[config.mk]
export PLATFORM = sky130hd
export DESIGN_NAME = ptc_device_end_flat
export DESIGN_NICKNAME = d
export VERILOG_FILES = /design/src/rtl/ptc_pkg.sv /design/src/rtl/ptc_bus_if.sv /design/src/rtl/ptc_device_end.sv /design/src/flat_wrapper.sv
export SDC_FILE = /design/constraint.sdc
export NUM_CORES = 1
export LEC_CHECK = 0
export ABC_AREA = 1
export BUFFER_PORTS_ARGS = -buffer_cell sky130_fd_sc_hd__buf_2
export CAP_MARGIN = 5
export CORE_MARGIN = 3
export CORE_UTILIZATION = 41
export DETAILED_ROUTE_END_ITERATION = 7
export PLACE_DENSITY_LB_ADDON = 0.25
export SLEW_MARGIN = 15
export SYNTH_ARGS = -nofsm -noshare
export SYNTH_HDL_FRONTEND = slang
export SYNTH_SLANG_ARGS = --single-unit
[constraint.sdc]
create_clock -name clk -period 4.05 [get_ports clk]
set_input_delay 0.405 -clock clk [delete_from_list [all_inputs] [get_ports clk]]
set_output_delay 0.405 -clock clk [all_outputs]
set_load 0.02 [all_outputs]
[src/rtl/ptc_pkg.sv]
// Shared constants for the paper tape reader/punch controller and its host end
package ptc_pkg;

  // ****************************************
  // Clock and timing
  // ****************************************
  localparam int CLK_NS = 20;
  localparam int SPROCKET_STROBE_NS = 400;
  localparam int ACK_NS = 200;
  localparam int WARM_MS = 1000;
  localparam int RECYC_MS = 10;
  localparam int READY_US = 1000;
  localparam int GATE_US = 4500;
  localparam int CNT_W = 26;
  localparam int SPROCKET_STROBE_W = 5;
  localparam int ACK_W = 4;
  // Least times round up, longest times round down
  localparam logic [SPROCKET_STROBE_W-1:0] SPROCKET_STROBE_CYC = SPROCKET_STROBE_W'((SPROCKET_STROBE_NS + CLK_NS - 1) / CLK_NS);
  localparam logic [ACK_W-1:0] ACK_CYC = ACK_W'((ACK_NS + CLK_NS - 1) / CLK_NS);
  localparam logic [CNT_W-1:0] WARM_CYC = CNT_W'((WARM_MS * 1000000 + CLK_NS - 1) / CLK_NS);
  localparam logic [CNT_W-1:0] RECYC_CYC = CNT_W'(RECYC_MS * 1000000 / CLK_NS);
  localparam logic [CNT_W-1:0] READY_CYC = CNT_W'(READY_US * 1000 / CLK_NS);
  localparam logic [CNT_W-1:0] GATE_CYC = CNT_W'(GATE_US * 1000 / CLK_NS);
  localparam logic [7:0] HOST_TMO_CYC = 8'hFF;

  // ****************************************
  // Address strap and byte layouts
  // ****************************************
  localparam logic [7:0] DEV_ADDR_DEF = 8'h4C;
  localparam int CMD_DISABLE = 0;
  localparam int CMD_ENABLE = 1;
  localparam int CMD_STOP = 2;
  localparam int CMD_RUN = 3;
  localparam int CMD_SINGLE_STEP_MODE = 4;
  localparam int CMD_SLEW = 5;
  localparam int CMD_WRITE = 6;
  localparam int CMD_READ = 7;
  localparam int ST_OVERRUN = 0;
  localparam int ST_NO_MOTION = 3;
  localparam int ST_BUSY = 4;
  localparam int ST_EXTRA = 5;
  localparam int ST_UNAVAIL = 7;

  // ****************************************
  // Host operation kinds
  // ****************************************
  localparam logic [1:0] OP_COMMAND = 2'h0;
  localparam logic [1:0] OP_STATUS = 2'h1;
  localparam logic [1:0] OP_READ = 2'h2;
  localparam logic [1:0] OP_WRITE = 2'h3;

endpackage

[src/rtl/ptc_bus_if.sv]
// Processor I/O bus between host end and controller end
`timescale 1ns/1ps
`default_nettype none
interface ptc_bus_if;
  logic [7:0] hostDataLines;
  logic addressStrobe;
  logic commandStrobe;
  logic statusRequest;
  logic dataRequestLine;
  logic dataAvailableLine;
  logic systemClearLine;
  logic [7:0] returnDataLines;
  logic acknowledgeSync;
  logic attentionLine;

  modport device (
    input hostDataLines, addressStrobe, commandStrobe, statusRequest,
    input dataRequestLine, dataAvailableLine, systemClearLine,
    output returnDataLines, acknowledgeSync, attentionLine
  );
  modport host (
    output hostDataLines, addressStrobe, commandStrobe, statusRequest,
    output dataRequestLine, dataAvailableLine, systemClearLine,
    input returnDataLines, acknowledgeSync, attentionLine
  );
endinterface
`default_nettype wire

[src/rtl/ptc_device_end.sv]
// Controller end: address match, command/status, reader and punch data paths
`timescale 1ns/1ps
`default_nettype none

module ptc_device_end #(
  parameter logic [7:0] DEV_ADDR = ptc_pkg::DEV_ADDR_DEF,
  parameter logic [ptc_pkg::CNT_W-1:0] WARM_CYC = ptc_pkg::WARM_CYC,
  parameter logic [ptc_pkg::CNT_W-1:0] RECYC_CYC = ptc_pkg::RECYC_CYC,
  parameter logic [ptc_pkg::CNT_W-1:0] READY_CYC = ptc_pkg::READY_CYC,
  parameter logic [ptc_pkg::CNT_W-1:0] GATE_CYC = ptc_pkg::GATE_CYC
) (
  input wire logic clk,
  input wire logic nrst,
  ptc_bus_if.device bus,
  input wire logic sprocketSync,
  input wire logic [7:0] readerChannelBits,
  output logic feedRequest,
  output logic punchPowerFlag,
  input wire logic punchVoltageOk,
  input wire logic punchSyncN,
  output logic [7:0] punchChannelDrive,
  output logic feedGatePulse
);

  // ****************************************
  // State
  // ****************************************
  typedef struct packed {
    logic addrMatch, writeSel, punchPower, attention, overrun;
    logic runFlag, slewFlag, intEnable, devTransmit, bufFull, feed;
    logic [7:0] buffer;
    logic [1:0] sprSync;
    logic sprPrev;
    logic [7:0] chan1, chan2;
    logic [1:0] vckSync, psySync;
    logic psyPrev;
    logic [ptc_pkg::SPROCKET_STROBE_W-1:0] strobeCnt;
    logic [ptc_pkg::CNT_W-1:0] readyCnt, gateCnt, warmCnt;
    logic warmReady, warmDone, timerFlag;
    logic [ptc_pkg::ACK_W-1:0] ackCnt;
    logic ackSync;
    logic [7:0] retData;
    logic drPrev, attnLine, feedGate;
    logic [7:0] punchDrive;
  } ptc_dev_state_t;

  ptc_dev_state_t s;
  ptc_dev_state_t next_s;
  logic [7:0] cmd;
  logic [7:0] status;
  logic wrNew, busy, sprEdge, drG, srG, daG, reqAny, ackNow, readyActive;

  assign feedRequest = s.feed;
  assign punchPowerFlag = s.punchPower;
  assign punchChannelDrive = s.punchDrive;
  assign feedGatePulse = s.feedGate;
  assign bus.returnDataLines = s.retData;
  assign bus.acknowledgeSync = s.ackSync;
  assign bus.attentionLine = s.attnLine;

  // ****************************************
  // Next state
  // ****************************************
  always_comb begin
    next_s = s;
    cmd = bus.hostDataLines;
    wrNew = s.writeSel;
    // Channel bits go through the same two stages as sprocket sync to stay aligned
    next_s.sprSync = {s.sprSync[0], sprocketSync};
    next_s.sprPrev = s.sprSync[1];
    next_s.chan1 = readerChannelBits;
    next_s.chan2 = s.chan1;
    next_s.vckSync = {s.vckSync[0], punchVoltageOk};
    next_s.psySync = {s.psySync[0], punchSyncN};
    next_s.psyPrev = s.psySync[1];
    // Strobe is not retriggerable, so a bouncing sprocket loads once
    sprEdge = s.sprSync[1] & ~s.sprPrev & (s.strobeCnt == '0);
    drG = bus.dataRequestLine & s.addrMatch;
    srG = bus.statusRequest & s.addrMatch;
    daG = bus.dataAvailableLine & s.addrMatch;
    reqAny = drG | srG | daG;
    ackNow = reqAny & (s.ackCnt == ptc_pkg::ACK_CYC - 1'b1);
    busy = s.writeSel ? (s.bufFull | ~s.warmDone) : s.devTransmit;
    status = 8'h00;
    status[ptc_pkg::ST_OVERRUN] = s.overrun & ~s.writeSel;
    status[ptc_pkg::ST_NO_MOTION] = ~s.writeSel & ~s.feed;
    status[ptc_pkg::ST_BUSY] = busy;
    status[ptc_pkg::ST_EXTRA] = 1'b0;
    status[ptc_pkg::ST_UNAVAIL] = s.writeSel & s.punchPower & ~s.vckSync[1];

    // Address strap compare
    if (bus.addressStrobe) begin
      next_s.addrMatch = (bus.hostDataLines == DEV_ADDR);
    end

    // Recycle also runs under power, so an early write cannot leave busy stuck
    if (!s.punchPower) begin
      next_s.warmDone = 1'b0;
    end
    if (!s.warmReady && !next_s.warmDone) begin
      if (s.warmCnt >= RECYC_CYC - 1'b1) begin
        next_s.warmReady = 1'b1;
        next_s.warmCnt = '0;
      end else begin
        next_s.warmCnt = s.warmCnt + 1'b1;
      end
    end else if (s.punchPower && s.warmReady && s.vckSync[1]) begin
      if (s.warmCnt >= WARM_CYC - 1'b1) begin
        next_s.warmReady = 1'b0;
        next_s.warmDone = 1'b1;
        next_s.warmCnt = '0;
      end else begin
        next_s.warmCnt = s.warmCnt + 1'b1;
      end
    end

    // Command decode
    if (bus.commandStrobe && s.addrMatch) begin
      if (cmd[ptc_pkg::CMD_WRITE]) begin
        wrNew = 1'b1;
      end else if (cmd[ptc_pkg::CMD_READ]) begin
        wrNew = 1'b0;
      end
      if (wrNew != s.writeSel) begin
        next_s.attention = 1'b0;
        next_s.bufFull = 1'b0;
        next_s.intEnable = 1'b0;
        next_s.runFlag = 1'b0;
        next_s.slewFlag = 1'b0;
        next_s.devTransmit = 1'b1;
        next_s.warmCnt = '0;
      end
      next_s.writeSel = wrNew;
      next_s.punchPower = wrNew;
      if (cmd[ptc_pkg::CMD_DISABLE]) begin
        next_s.intEnable = 1'b0;
      end
      if (cmd[ptc_pkg::CMD_ENABLE]) begin
        next_s.intEnable = 1'b1;
      end
      if (cmd[ptc_pkg::CMD_STOP]) begin
        next_s.runFlag = 1'b0;
      end
      if (cmd[ptc_pkg::CMD_RUN]) begin
        next_s.runFlag = 1'b1;
      end
      if (cmd[ptc_pkg::CMD_SINGLE_STEP_MODE]) begin
        next_s.slewFlag = 1'b0;
      end
      if (cmd[ptc_pkg::CMD_SLEW]) begin
        next_s.slewFlag = 1'b1;
      end
    end

    // Request handshake; answers are taken and held until the request drops
    if (reqAny) begin
      if (s.ackCnt != ptc_pkg::ACK_CYC) begin
        next_s.ackCnt = s.ackCnt + 1'b1;
      end
      if (ackNow) begin
        next_s.ackSync = 1'b1;
        next_s.attention = 1'b0;
        if (srG) begin
          next_s.retData = status;
          next_s.overrun = 1'b0;
        end else if (drG) begin
          next_s.retData = s.buffer;
        end else if (s.writeSel && !s.bufFull) begin
          next_s.buffer = cmd;
          next_s.bufFull = 1'b1;
        end
      end
    end else begin
      next_s.ackCnt = '0;
      next_s.ackSync = 1'b0;
      next_s.retData = 8'h00;
    end
    next_s.drPrev = drG;
    if (s.drPrev && !drG) begin
      next_s.devTransmit = 1'b1;
    end

    // Reader strobe and buffer load
    if (sprEdge) begin
      next_s.strobeCnt = ptc_pkg::SPROCKET_STROBE_CYC;
    end else if (s.strobeCnt != '0) begin
      next_s.strobeCnt = s.strobeCnt - 1'b1;
    end
    if (sprEdge && !s.writeSel) begin
      next_s.buffer = s.chan2;
      if (!s.devTransmit) begin
        next_s.overrun = 1'b1;
      end
      next_s.devTransmit = 1'b0;
    end

    // Punch ready shaping and gating timer
    if (s.psyPrev && !s.psySync[1] && s.readyCnt == '0) begin
      next_s.readyCnt = READY_CYC;
    end else if (s.readyCnt != '0) begin
      next_s.readyCnt = s.readyCnt - 1'b1;
    end
    readyActive = (s.readyCnt != '0);
    if (s.timerFlag) begin
      if (s.gateCnt <= 1) begin
        next_s.timerFlag = 1'b0;
        next_s.gateCnt = '0;
        next_s.bufFull = 1'b0;
      end else begin
        next_s.gateCnt = s.gateCnt - 1'b1;
      end
    end else if (readyActive && s.bufFull && s.writeSel && s.warmDone) begin
      next_s.timerFlag = 1'b1;
      next_s.gateCnt = GATE_CYC;
    end
    next_s.punchDrive = next_s.timerFlag ? s.buffer : 8'h00;
    next_s.feedGate = next_s.timerFlag;

    // Attention events come last so that a set beats any clear above
    if ((sprEdge && !s.writeSel) || (wrNew && !s.writeSel)) begin
      next_s.attention = 1'b1;
    end
    if ((s.timerFlag && s.gateCnt <= 1) || (s.warmCnt >= WARM_CYC - 1'b1 && s.punchPower
        && s.warmReady && s.vckSync[1])) begin
      next_s.attention = 1'b1;
    end

    // Feed: step mode stops once transmit clears and restarts when it sets again
    next_s.feed = next_s.runFlag & ~next_s.writeSel
                & (next_s.slewFlag | next_s.devTransmit);
    next_s.attnLine = next_s.attention & next_s.intEnable;

    if (bus.systemClearLine) begin
      next_s = '0;
      next_s.devTransmit = 1'b1;
    end
  end

  // ****************************************
  // Registers
  // ****************************************
  always_ff @(posedge clk) begin
    if (!nrst) begin
      s <= '0;
      s.devTransmit <= 1'b1;
    end else begin
      s <= next_s;
    end
  end

endmodule // ptc_device_end
`default_nettype wire

[src/flat_wrapper.sv]
// flat-port wrapper written by rule: the top's interface ports become plain ports
module ptc_device_end_flat 
#(
  parameter logic [7:0] DEV_ADDR = ptc_pkg::DEV_ADDR_DEF,
  parameter logic [ptc_pkg::CNT_W-1:0] WARM_CYC = ptc_pkg::WARM_CYC,
  parameter logic [ptc_pkg::CNT_W-1:0] RECYC_CYC = ptc_pkg::RECYC_CYC,
  parameter logic [ptc_pkg::CNT_W-1:0] READY_CYC = ptc_pkg::READY_CYC,
  parameter logic [ptc_pkg::CNT_W-1:0] GATE_CYC = ptc_pkg::GATE_CYC
)
  (clk, nrst, sprocketSync, readerChannelBits, feedRequest, punchPowerFlag, punchVoltageOk, punchSyncN, punchChannelDrive, feedGatePulse, bus_hostDataLines, bus_addressStrobe, bus_commandStrobe, bus_statusRequest, bus_dataRequestLine, bus_dataAvailableLine, bus_systemClearLine, bus_returnDataLines, bus_acknowledgeSync, bus_attentionLine);
  ptc_bus_if bus_i ();
  input wire logic clk;
  input wire logic nrst;
  input wire logic sprocketSync;
  input wire logic [7:0] readerChannelBits;
  output logic feedRequest;
  output logic punchPowerFlag;
  input wire logic punchVoltageOk;
  input wire logic punchSyncN;
  output logic [7:0] punchChannelDrive;
  output logic feedGatePulse;
  input wire logic [$bits(bus_i.hostDataLines)-1:0] bus_hostDataLines;
  input wire logic [$bits(bus_i.addressStrobe)-1:0] bus_addressStrobe;
  input wire logic [$bits(bus_i.commandStrobe)-1:0] bus_commandStrobe;
  input wire logic [$bits(bus_i.statusRequest)-1:0] bus_statusRequest;
  input wire logic [$bits(bus_i.dataRequestLine)-1:0] bus_dataRequestLine;
  input wire logic [$bits(bus_i.dataAvailableLine)-1:0] bus_dataAvailableLine;
  input wire logic [$bits(bus_i.systemClearLine)-1:0] bus_systemClearLine;
  output wire logic [$bits(bus_i.returnDataLines)-1:0] bus_returnDataLines;
  output wire logic [$bits(bus_i.acknowledgeSync)-1:0] bus_acknowledgeSync;
  output wire logic [$bits(bus_i.attentionLine)-1:0] bus_attentionLine;
  assign bus_i.hostDataLines = bus_hostDataLines;
  assign bus_i.addressStrobe = bus_addressStrobe;
  assign bus_i.commandStrobe = bus_commandStrobe;
  assign bus_i.statusRequest = bus_statusRequest;
  assign bus_i.dataRequestLine = bus_dataRequestLine;
  assign bus_i.dataAvailableLine = bus_dataAvailableLine;
  assign bus_i.systemClearLine = bus_systemClearLine;
  assign bus_returnDataLines = bus_i.returnDataLines;
  assign bus_acknowledgeSync = bus_i.acknowledgeSync;
  assign bus_attentionLine = bus_i.attentionLine;
  ptc_device_end #(.DEV_ADDR(DEV_ADDR), .WARM_CYC(WARM_CYC), .RECYC_CYC(RECYC_CYC), .READY_CYC(READY_CYC), .GATE_CYC(GATE_CYC)) u_core (.clk(clk), .nrst(nrst), .bus(bus_i), .sprocketSync(sprocketSync), .readerChannelBits(readerChannelBits), .feedRequest(feedRequest), .punchPowerFlag(punchPowerFlag), .punchVoltageOk(punchVoltageOk), .punchSyncN(punchSyncN), .punchChannelDrive(punchChannelDrive), .feedGatePulse(feedGatePulse));
endmodule
# == Word level (Yosys, flattened, before mapping) ==
# Index checks and enable logic that the tools add are counted.
# op_classes
magnitude_cmp,3
muxes,59
bitwise,26
eq_ne,7
n_reduce_logical,46
addsub,5
# ops
operator,count
$mux 26,7
$mux 8,8
$sub 26x1->26 const B,2
$mux 1,32
$mux 16,2
$mux 28,1
$mux 27,1
$add 26x1->26 const B,1
$ge 26x19->1 const B,1
$ge 26x26->1 const B,1
$le 26x1->1 const B,1
$logic_not 26->1,1
$reduce_bool 26->1,1
$mux 5,4
$reduce_bool 2->1,9
$logic_and 1x1->1,17
$and 1x1->1,13
$reduce_or 3->1,4
$not 1->1,9
$eq 8x7->1 const B,1
$logic_not 1->1,6
$mux 2,3
$ne 2x2->1 const B,3
$logic_not 5->1,1
other kinds (13),17
# totals
wordCells,180
ff_bits,152
out_inout_bits,21
in_bits,27

# == Longest topological paths before layout ==
# logic_depth
word_depth,15
depth_mapped,13
mapped_depth_nobuf,12

# == Least setup slack after synthesis ==
# No wires, ideal clock.
# synth_path
path_type,reg-to-reg
startpoint,register u_core.s[27] (netlist bit)
endpoint,register u_core.s[42] (netlist bit)
path_stages_with_launch,12
period_less_slack_ns,1.564
arrival_ns,1.451
slack_ns,2.486
t_required_ns,3.937
setup_time_ns,0.113
path_cell_list,dfxtp_1 ha_1 nand2_1 nor2_1 nand2_1 nand2_1 nand3_2 nand4_4 buf_4 nor2_1 nor2_1 nor2_1
# synth_via
elab_chain_cells,6
# synth_rtl
item,line_no,source
"start, declared",ptc_device_end.sv:47,ptc_dev_state_t s;
"start signal, assigned",ptc_device_end.sv:247,s <= next_s;
$add 26x1->26 / $ge 26x26->1 (equally long branches),"ptc_device_end.sv:105, ptc_device_end.sv:113, ptc_device_end.sv:108",
$mux 26,ptc_device_end.sv:108,if (s.warmCnt >= WARM_CYC - 1'b1) begin
$mux 28,ptc_device_end.sv:107,end else if (s.punchPower && s.warmReady && s.vckSync[1]) begin
$mux 27 (*),ptc_device_end.sv:100,if (!s.warmReady && !next_s.warmDone) begin
$mux 26,ptc_device_end.sv:124,if (wrNew != s.writeSel) begin
$mux 26 (*),ptc_device_end.sv:118,if (bus.commandStrobe && s.addrMatch) begin
# Every way passes the cells marked *; elsewhere a longest branch is shown, timed or not. The select of a mux whose other input is x is not followed.
# A chain may end at the register's enable or synchronous reset.

# == Final worst setup path ==
# layout_path
startpoint,register u_core.s (netlist bit u_core.punchPowerFlag)
endpoint,register u_core.s[31] (netlist bit)
# layout_via
elab_chain_cells,6
# layout_rtl
item,line_no
$logic_and 1x1->1 / $mux 1 (equally long branches),"ptc_device_end.sv:107, ptc_device_end.sv:97"
$logic_and 1x1->1 / $logic_not 1->1 (equally long branches),"ptc_device_end.sv:107, ptc_device_end.sv:100"
$mux 28 / $logic_and 1x1->1 (equally long branches),"ptc_device_end.sv:107, ptc_device_end.sv:100"
$mux 27 (*),ptc_device_end.sv:100
$mux 26,ptc_device_end.sv:124
$mux 26 (*),ptc_device_end.sv:118
# Marked as above.

==> out/summary.txt <==
Endpoint required time on the critical path -> 4420 ps
Gate Count Post-Synth -> 1283
Net count, final -> 1345
EDFF count, synth -> 0
Worst-case headroom to the max-slew limit -> 48.1%
HP Class -> primary input to flip-flop
Total Routing Usage GR -> 18.4%
Sequential element share of the synthesized area -> 36.5%
Final setup viols -> 0
Total of fill cells in the finished design -> 2027
Clock input transition at the sequential cells of the worst setup and hold paths -> 70 ps
Average wire per cell in the routed design -> 12.4 um
Post-route clock skew -> 18.1 ps
Post-DR vias/cell -> 4.80
Number of placement rows -> 51
Detailed-route wire length -> 19700 um
Final slew viol count -> 0
RSZ-0062 raised after global routing -> no
Mean area per synthesized cell -> 6.50 sq um
I/O pin count -> 48
Setup crit end -> u_core.s[31]
Fraction of final layout cells sized beyond drive strength 1 -> 11.6%
Cell at the root of the clock tree -> sky130_fd_sc_hd__clkbuf_16
Met2 Wirelength -> 9080 um
Post-placement worst setup slack -> 1810 ps
Fraction of the mapped netlist area in simple logic gates -> 38.2%
Core Footprint -> 19700 sq um
Detail Route met3 WL -> 929 um
Post-synth design cell area -> 8340 sq um
Met1 layer wirelength in the final routing -> 9410 um
Source of the worst register-to-register timing path -> u_core.punchPowerFlag
Buffers inserted by post-CTS timing repair -> 0
Hold Violations, Final -> 0
Share of the cycle needed by the critical path after routing -> 53.7%
DRT iter0 DRCs -> 475
Final Wtd Congestion -> 0.933
Worst setup path startpoint -> u_core.punchPowerFlag
Highest Clock Rate -> 460 MHz
Most frequent cells in the layout -> sky130_fd_sc_hd__nand2_1 (334), sky130_fd_sc_hd__nor2_1 (251), sky130_fd_sc_hd__dfxtp_1 (152), sky130_fd_sc_hd__inv_1 (143), sky130_fd_sc_hd__nand3_1 (79)
Deepest level of the CTS H-tree -> 4
Count of instances resized after the clock tree is built -> 0
Cts hold-fix bufs -> 0
Post-detail-place hpwl -> 14400 um
Power per standard cell area -> 559 nW/um^2
Static leakage -> 4.30 nW
Fraction of the mapped netlist area in compound gates -> 8.90%
Slowest-stage cell, CP -> sky130_fd_sc_hd__nor2_2
Global-route wire length before repair -> 33700 um
Clock tree from TritonCTS -> done
Number of distinct library cell variants in the gate-level netlist after synthesis -> 50
Adder-cell share of the synthesized area -> 1.35%
Power Internal -> 3.13 mW
Switch share -> 39.4%
Synth-to-Final Area Change -> 11.0%
Worst VDD drop -> 337 uV
Port Buffers -> 47
Sequential share of power -> 34.3%
Largest stage delay, worst path -> 510 ps
Post-Syn Nets -> 1319
Insertion delay of the later-clocked pin in the worst-skew pair -> 440 ps
Post-route setup slack -> 1880 ps
Chip width -> 149 um
Max-cap violations -> 0
DIE HEIGHT -> 149 um
Total power consumption of the routed design -> 5.17 mW
Dominant combinational cell family by area after synthesis -> simple AND/OR/NAND/NOR gates
Global route overflow -> 0
Logic gate share of total power -> 34.9%
Detailed-router iteration count before antenna repair -> 5
Number of cells traversed by the worst register-to-register path -> 7
Worst Setup Start Kind -> flip-flop
Routed via count -> 7617
Register bit count reported by yosys -> 152
Type of element capturing the critical path -> flip-flop
Largest buffer count on any clock path -> 2
Share of cell area taken by muxes after synthesis -> 0%
Via count of the first global-routing pass -> 7153
Total Neg Setup Slack -> 0 ps
Pin count of the biggest net entering global routing -> 58
Residual DRC count -> 0
R2R Path End -> u_core.s[31]
Post-synthesis async set-or-reset flop share -> 0%
Highest metal layer used by the detailed router -> met4
Most used DFF post-synth -> sky130_fd_sc_hd__dfxtp_1
Starting density of the core -> 42.3%
Sinks on the clock net -> 152
Die footprint -> 22100 sq um
Crit path DAT -> 2550 ps
Post-Synth XOR/XNOR Area -> 4.73%
Number of nets with antenna violations after detailed routing -> 0
P_sw -> 2.04 mW
Cell count of the worst hold path -> 2
Antenna violations before repair -> 0
Kind of critical path -> flip-flop to flip-flop
Most frequent standard cell in the layout excluding fill and tap cells -> sky130_fd_sc_hd__nand2_1
Number of clock buffers inserted by TritonCTS -> 17
Chain of cells forming the critical path -> nand2_1 -> nor2_2 -> buf_4 -> nand4_4 -> o21bai_1 -> inv_1 -> nor2_1
Largest driver fanout on the critical path -> 19
Setup slack of the worst register-to-register path -> 1880 ps
Number of antenna diodes -> 0
Share of power burned in the clock network -> 30.8%
Smallest hold slack -> 154 ps
Outcome -> finished clean
Number of warning messages in the yosys log -> 0
Tightest Pin Transition -> 778 ps
Minimum clock period after layout -> 2170 ps
-- cells by family after synthesis --
logic type,Yosys count
AOI/OAI and AO/OA,131
xor gates and xnor gates,45
adders and majority gates,9
buffers and inverters,199
DFF,152
and+or+nand+nor,747
-- metrics by stage --
step	cell area (sq um)	std cells	utilization [%]
2_1_floorplan	8340	1283	-
3_3_place_gp	8660	1555	43.9
3_5_place_dp	8660	1555	43.9
4_1_cts	9260	1587	47.0
5_1_grt	9260	1587	47.0
6_report	9260	1587	47.0
-- synth_stat cells, types with 4 or more instances --
library cell | n | area [sq um]
sky130_fd_sc_hd__a21oi_1 | 48 | 240
sky130_fd_sc_hd__a21oi_2 | 8 | 70.1
sky130_fd_sc_hd__buf_1 | 6 | 22.5
sky130_fd_sc_hd__buf_2 | 9 | 45.0
sky130_fd_sc_hd__buf_4 | 18 | 135
sky130_fd_sc_hd__clkbuf_1 | 9 | 33.8
sky130_fd_sc_hd__dfxtp_1 | 152 | 3040
sky130_fd_sc_hd__ha_1 | 9 | 113
sky130_fd_sc_hd__inv_1 | 144 | 541
sky130_fd_sc_hd__inv_2 | 7 | 26.3
sky130_fd_sc_hd__nand2_1 | 334 | 1250
sky130_fd_sc_hd__nand2_2 | 17 | 106
sky130_fd_sc_hd__nand3_1 | 79 | 395
sky130_fd_sc_hd__nand3b_1 | 4 | 30.0
sky130_fd_sc_hd__nand4_1 | 10 | 62.6
sky130_fd_sc_hd__nor2_1 | 251 | 942
sky130_fd_sc_hd__nor2_2 | 19 | 119
sky130_fd_sc_hd__nor2_4 | 4 | 45.0
sky130_fd_sc_hd__nor3_1 | 8 | 40.0
sky130_fd_sc_hd__nor4_1 | 4 | 25.0
sky130_fd_sc_hd__o21ai_0 | 53 | 265
sky130_fd_sc_hd__o21ai_1 | 7 | 35.0
sky130_fd_sc_hd__xnor2_1 | 11 | 96.3
sky130_fd_sc_hd__xor2_1 | 34 | 298
-- final cells by class --
cell class | count | area (sq um) | share of cell area (%)
multi-input cells | 932 | 4440 | 47.9
flip-flops and latches | 152 | 3040 | 32.9
well taps | 265 | 332 | 3.58
clock buffers | 17 | 425 | 4.60
clock inverters | 15 | 168 | 1.81
repair buffers | 52 | 273 | 2.95
inverters | 154 | 579 | 6.26
-- critical path: cells and delay by family (launching register included) --
family	cells	cell delay, ps
simple gates	4	1080
flops	1	410
buf+inv	2	380
compound gates	1	250
-- registers in the layout (all words and copies together) (netlist names) --
name,count
u_core.s,132
u_core.bus.returnDataLines,8
u_core.punchChannelDrive,8
u_core.bus.acknowledgeSync,1
u_core.bus.attentionLine,1
u_core.feedRequest,1
u_core.punchPowerFlag,1
-- layer usage --
metal	up-vias	global-route usage [%]
li1	4041	-
met4	0	5.82
met5	-	0
met2	167	30.3
met1	3381	24.3
met3	28	3.84
-- how the worst min path moves through the flow --
stage	startpoint	to
2_1_floorplan	u_core.s[111]	u_core.s[112]
3_3_place_gp	u_core.s[123]	u_core.s[115]
3_5_place_dp	u_core.s[125]	u_core.s[117]
4_1_cts	bus_addressStrobe	u_core.s[152]
5_1_grt	bus_addressStrobe	u_core.s[152]
6_report	bus_addressStrobe	u_core.s[152]
-- power by group through the flow --
stage	Sequential [mW]	Combinational (mW)	Clock (mW)
6_report	1.77	1.81	1.59
5_1_grt	1.79	2.09	1.69
4_1_cts	1.77	1.81	1.62
3_5_place_dp	1.80	1.79	0
3_3_place_gp	1.80	1.79	0
2_1_floorplan	1.77	1.53	0
Power figures use the tool's default switching activity.
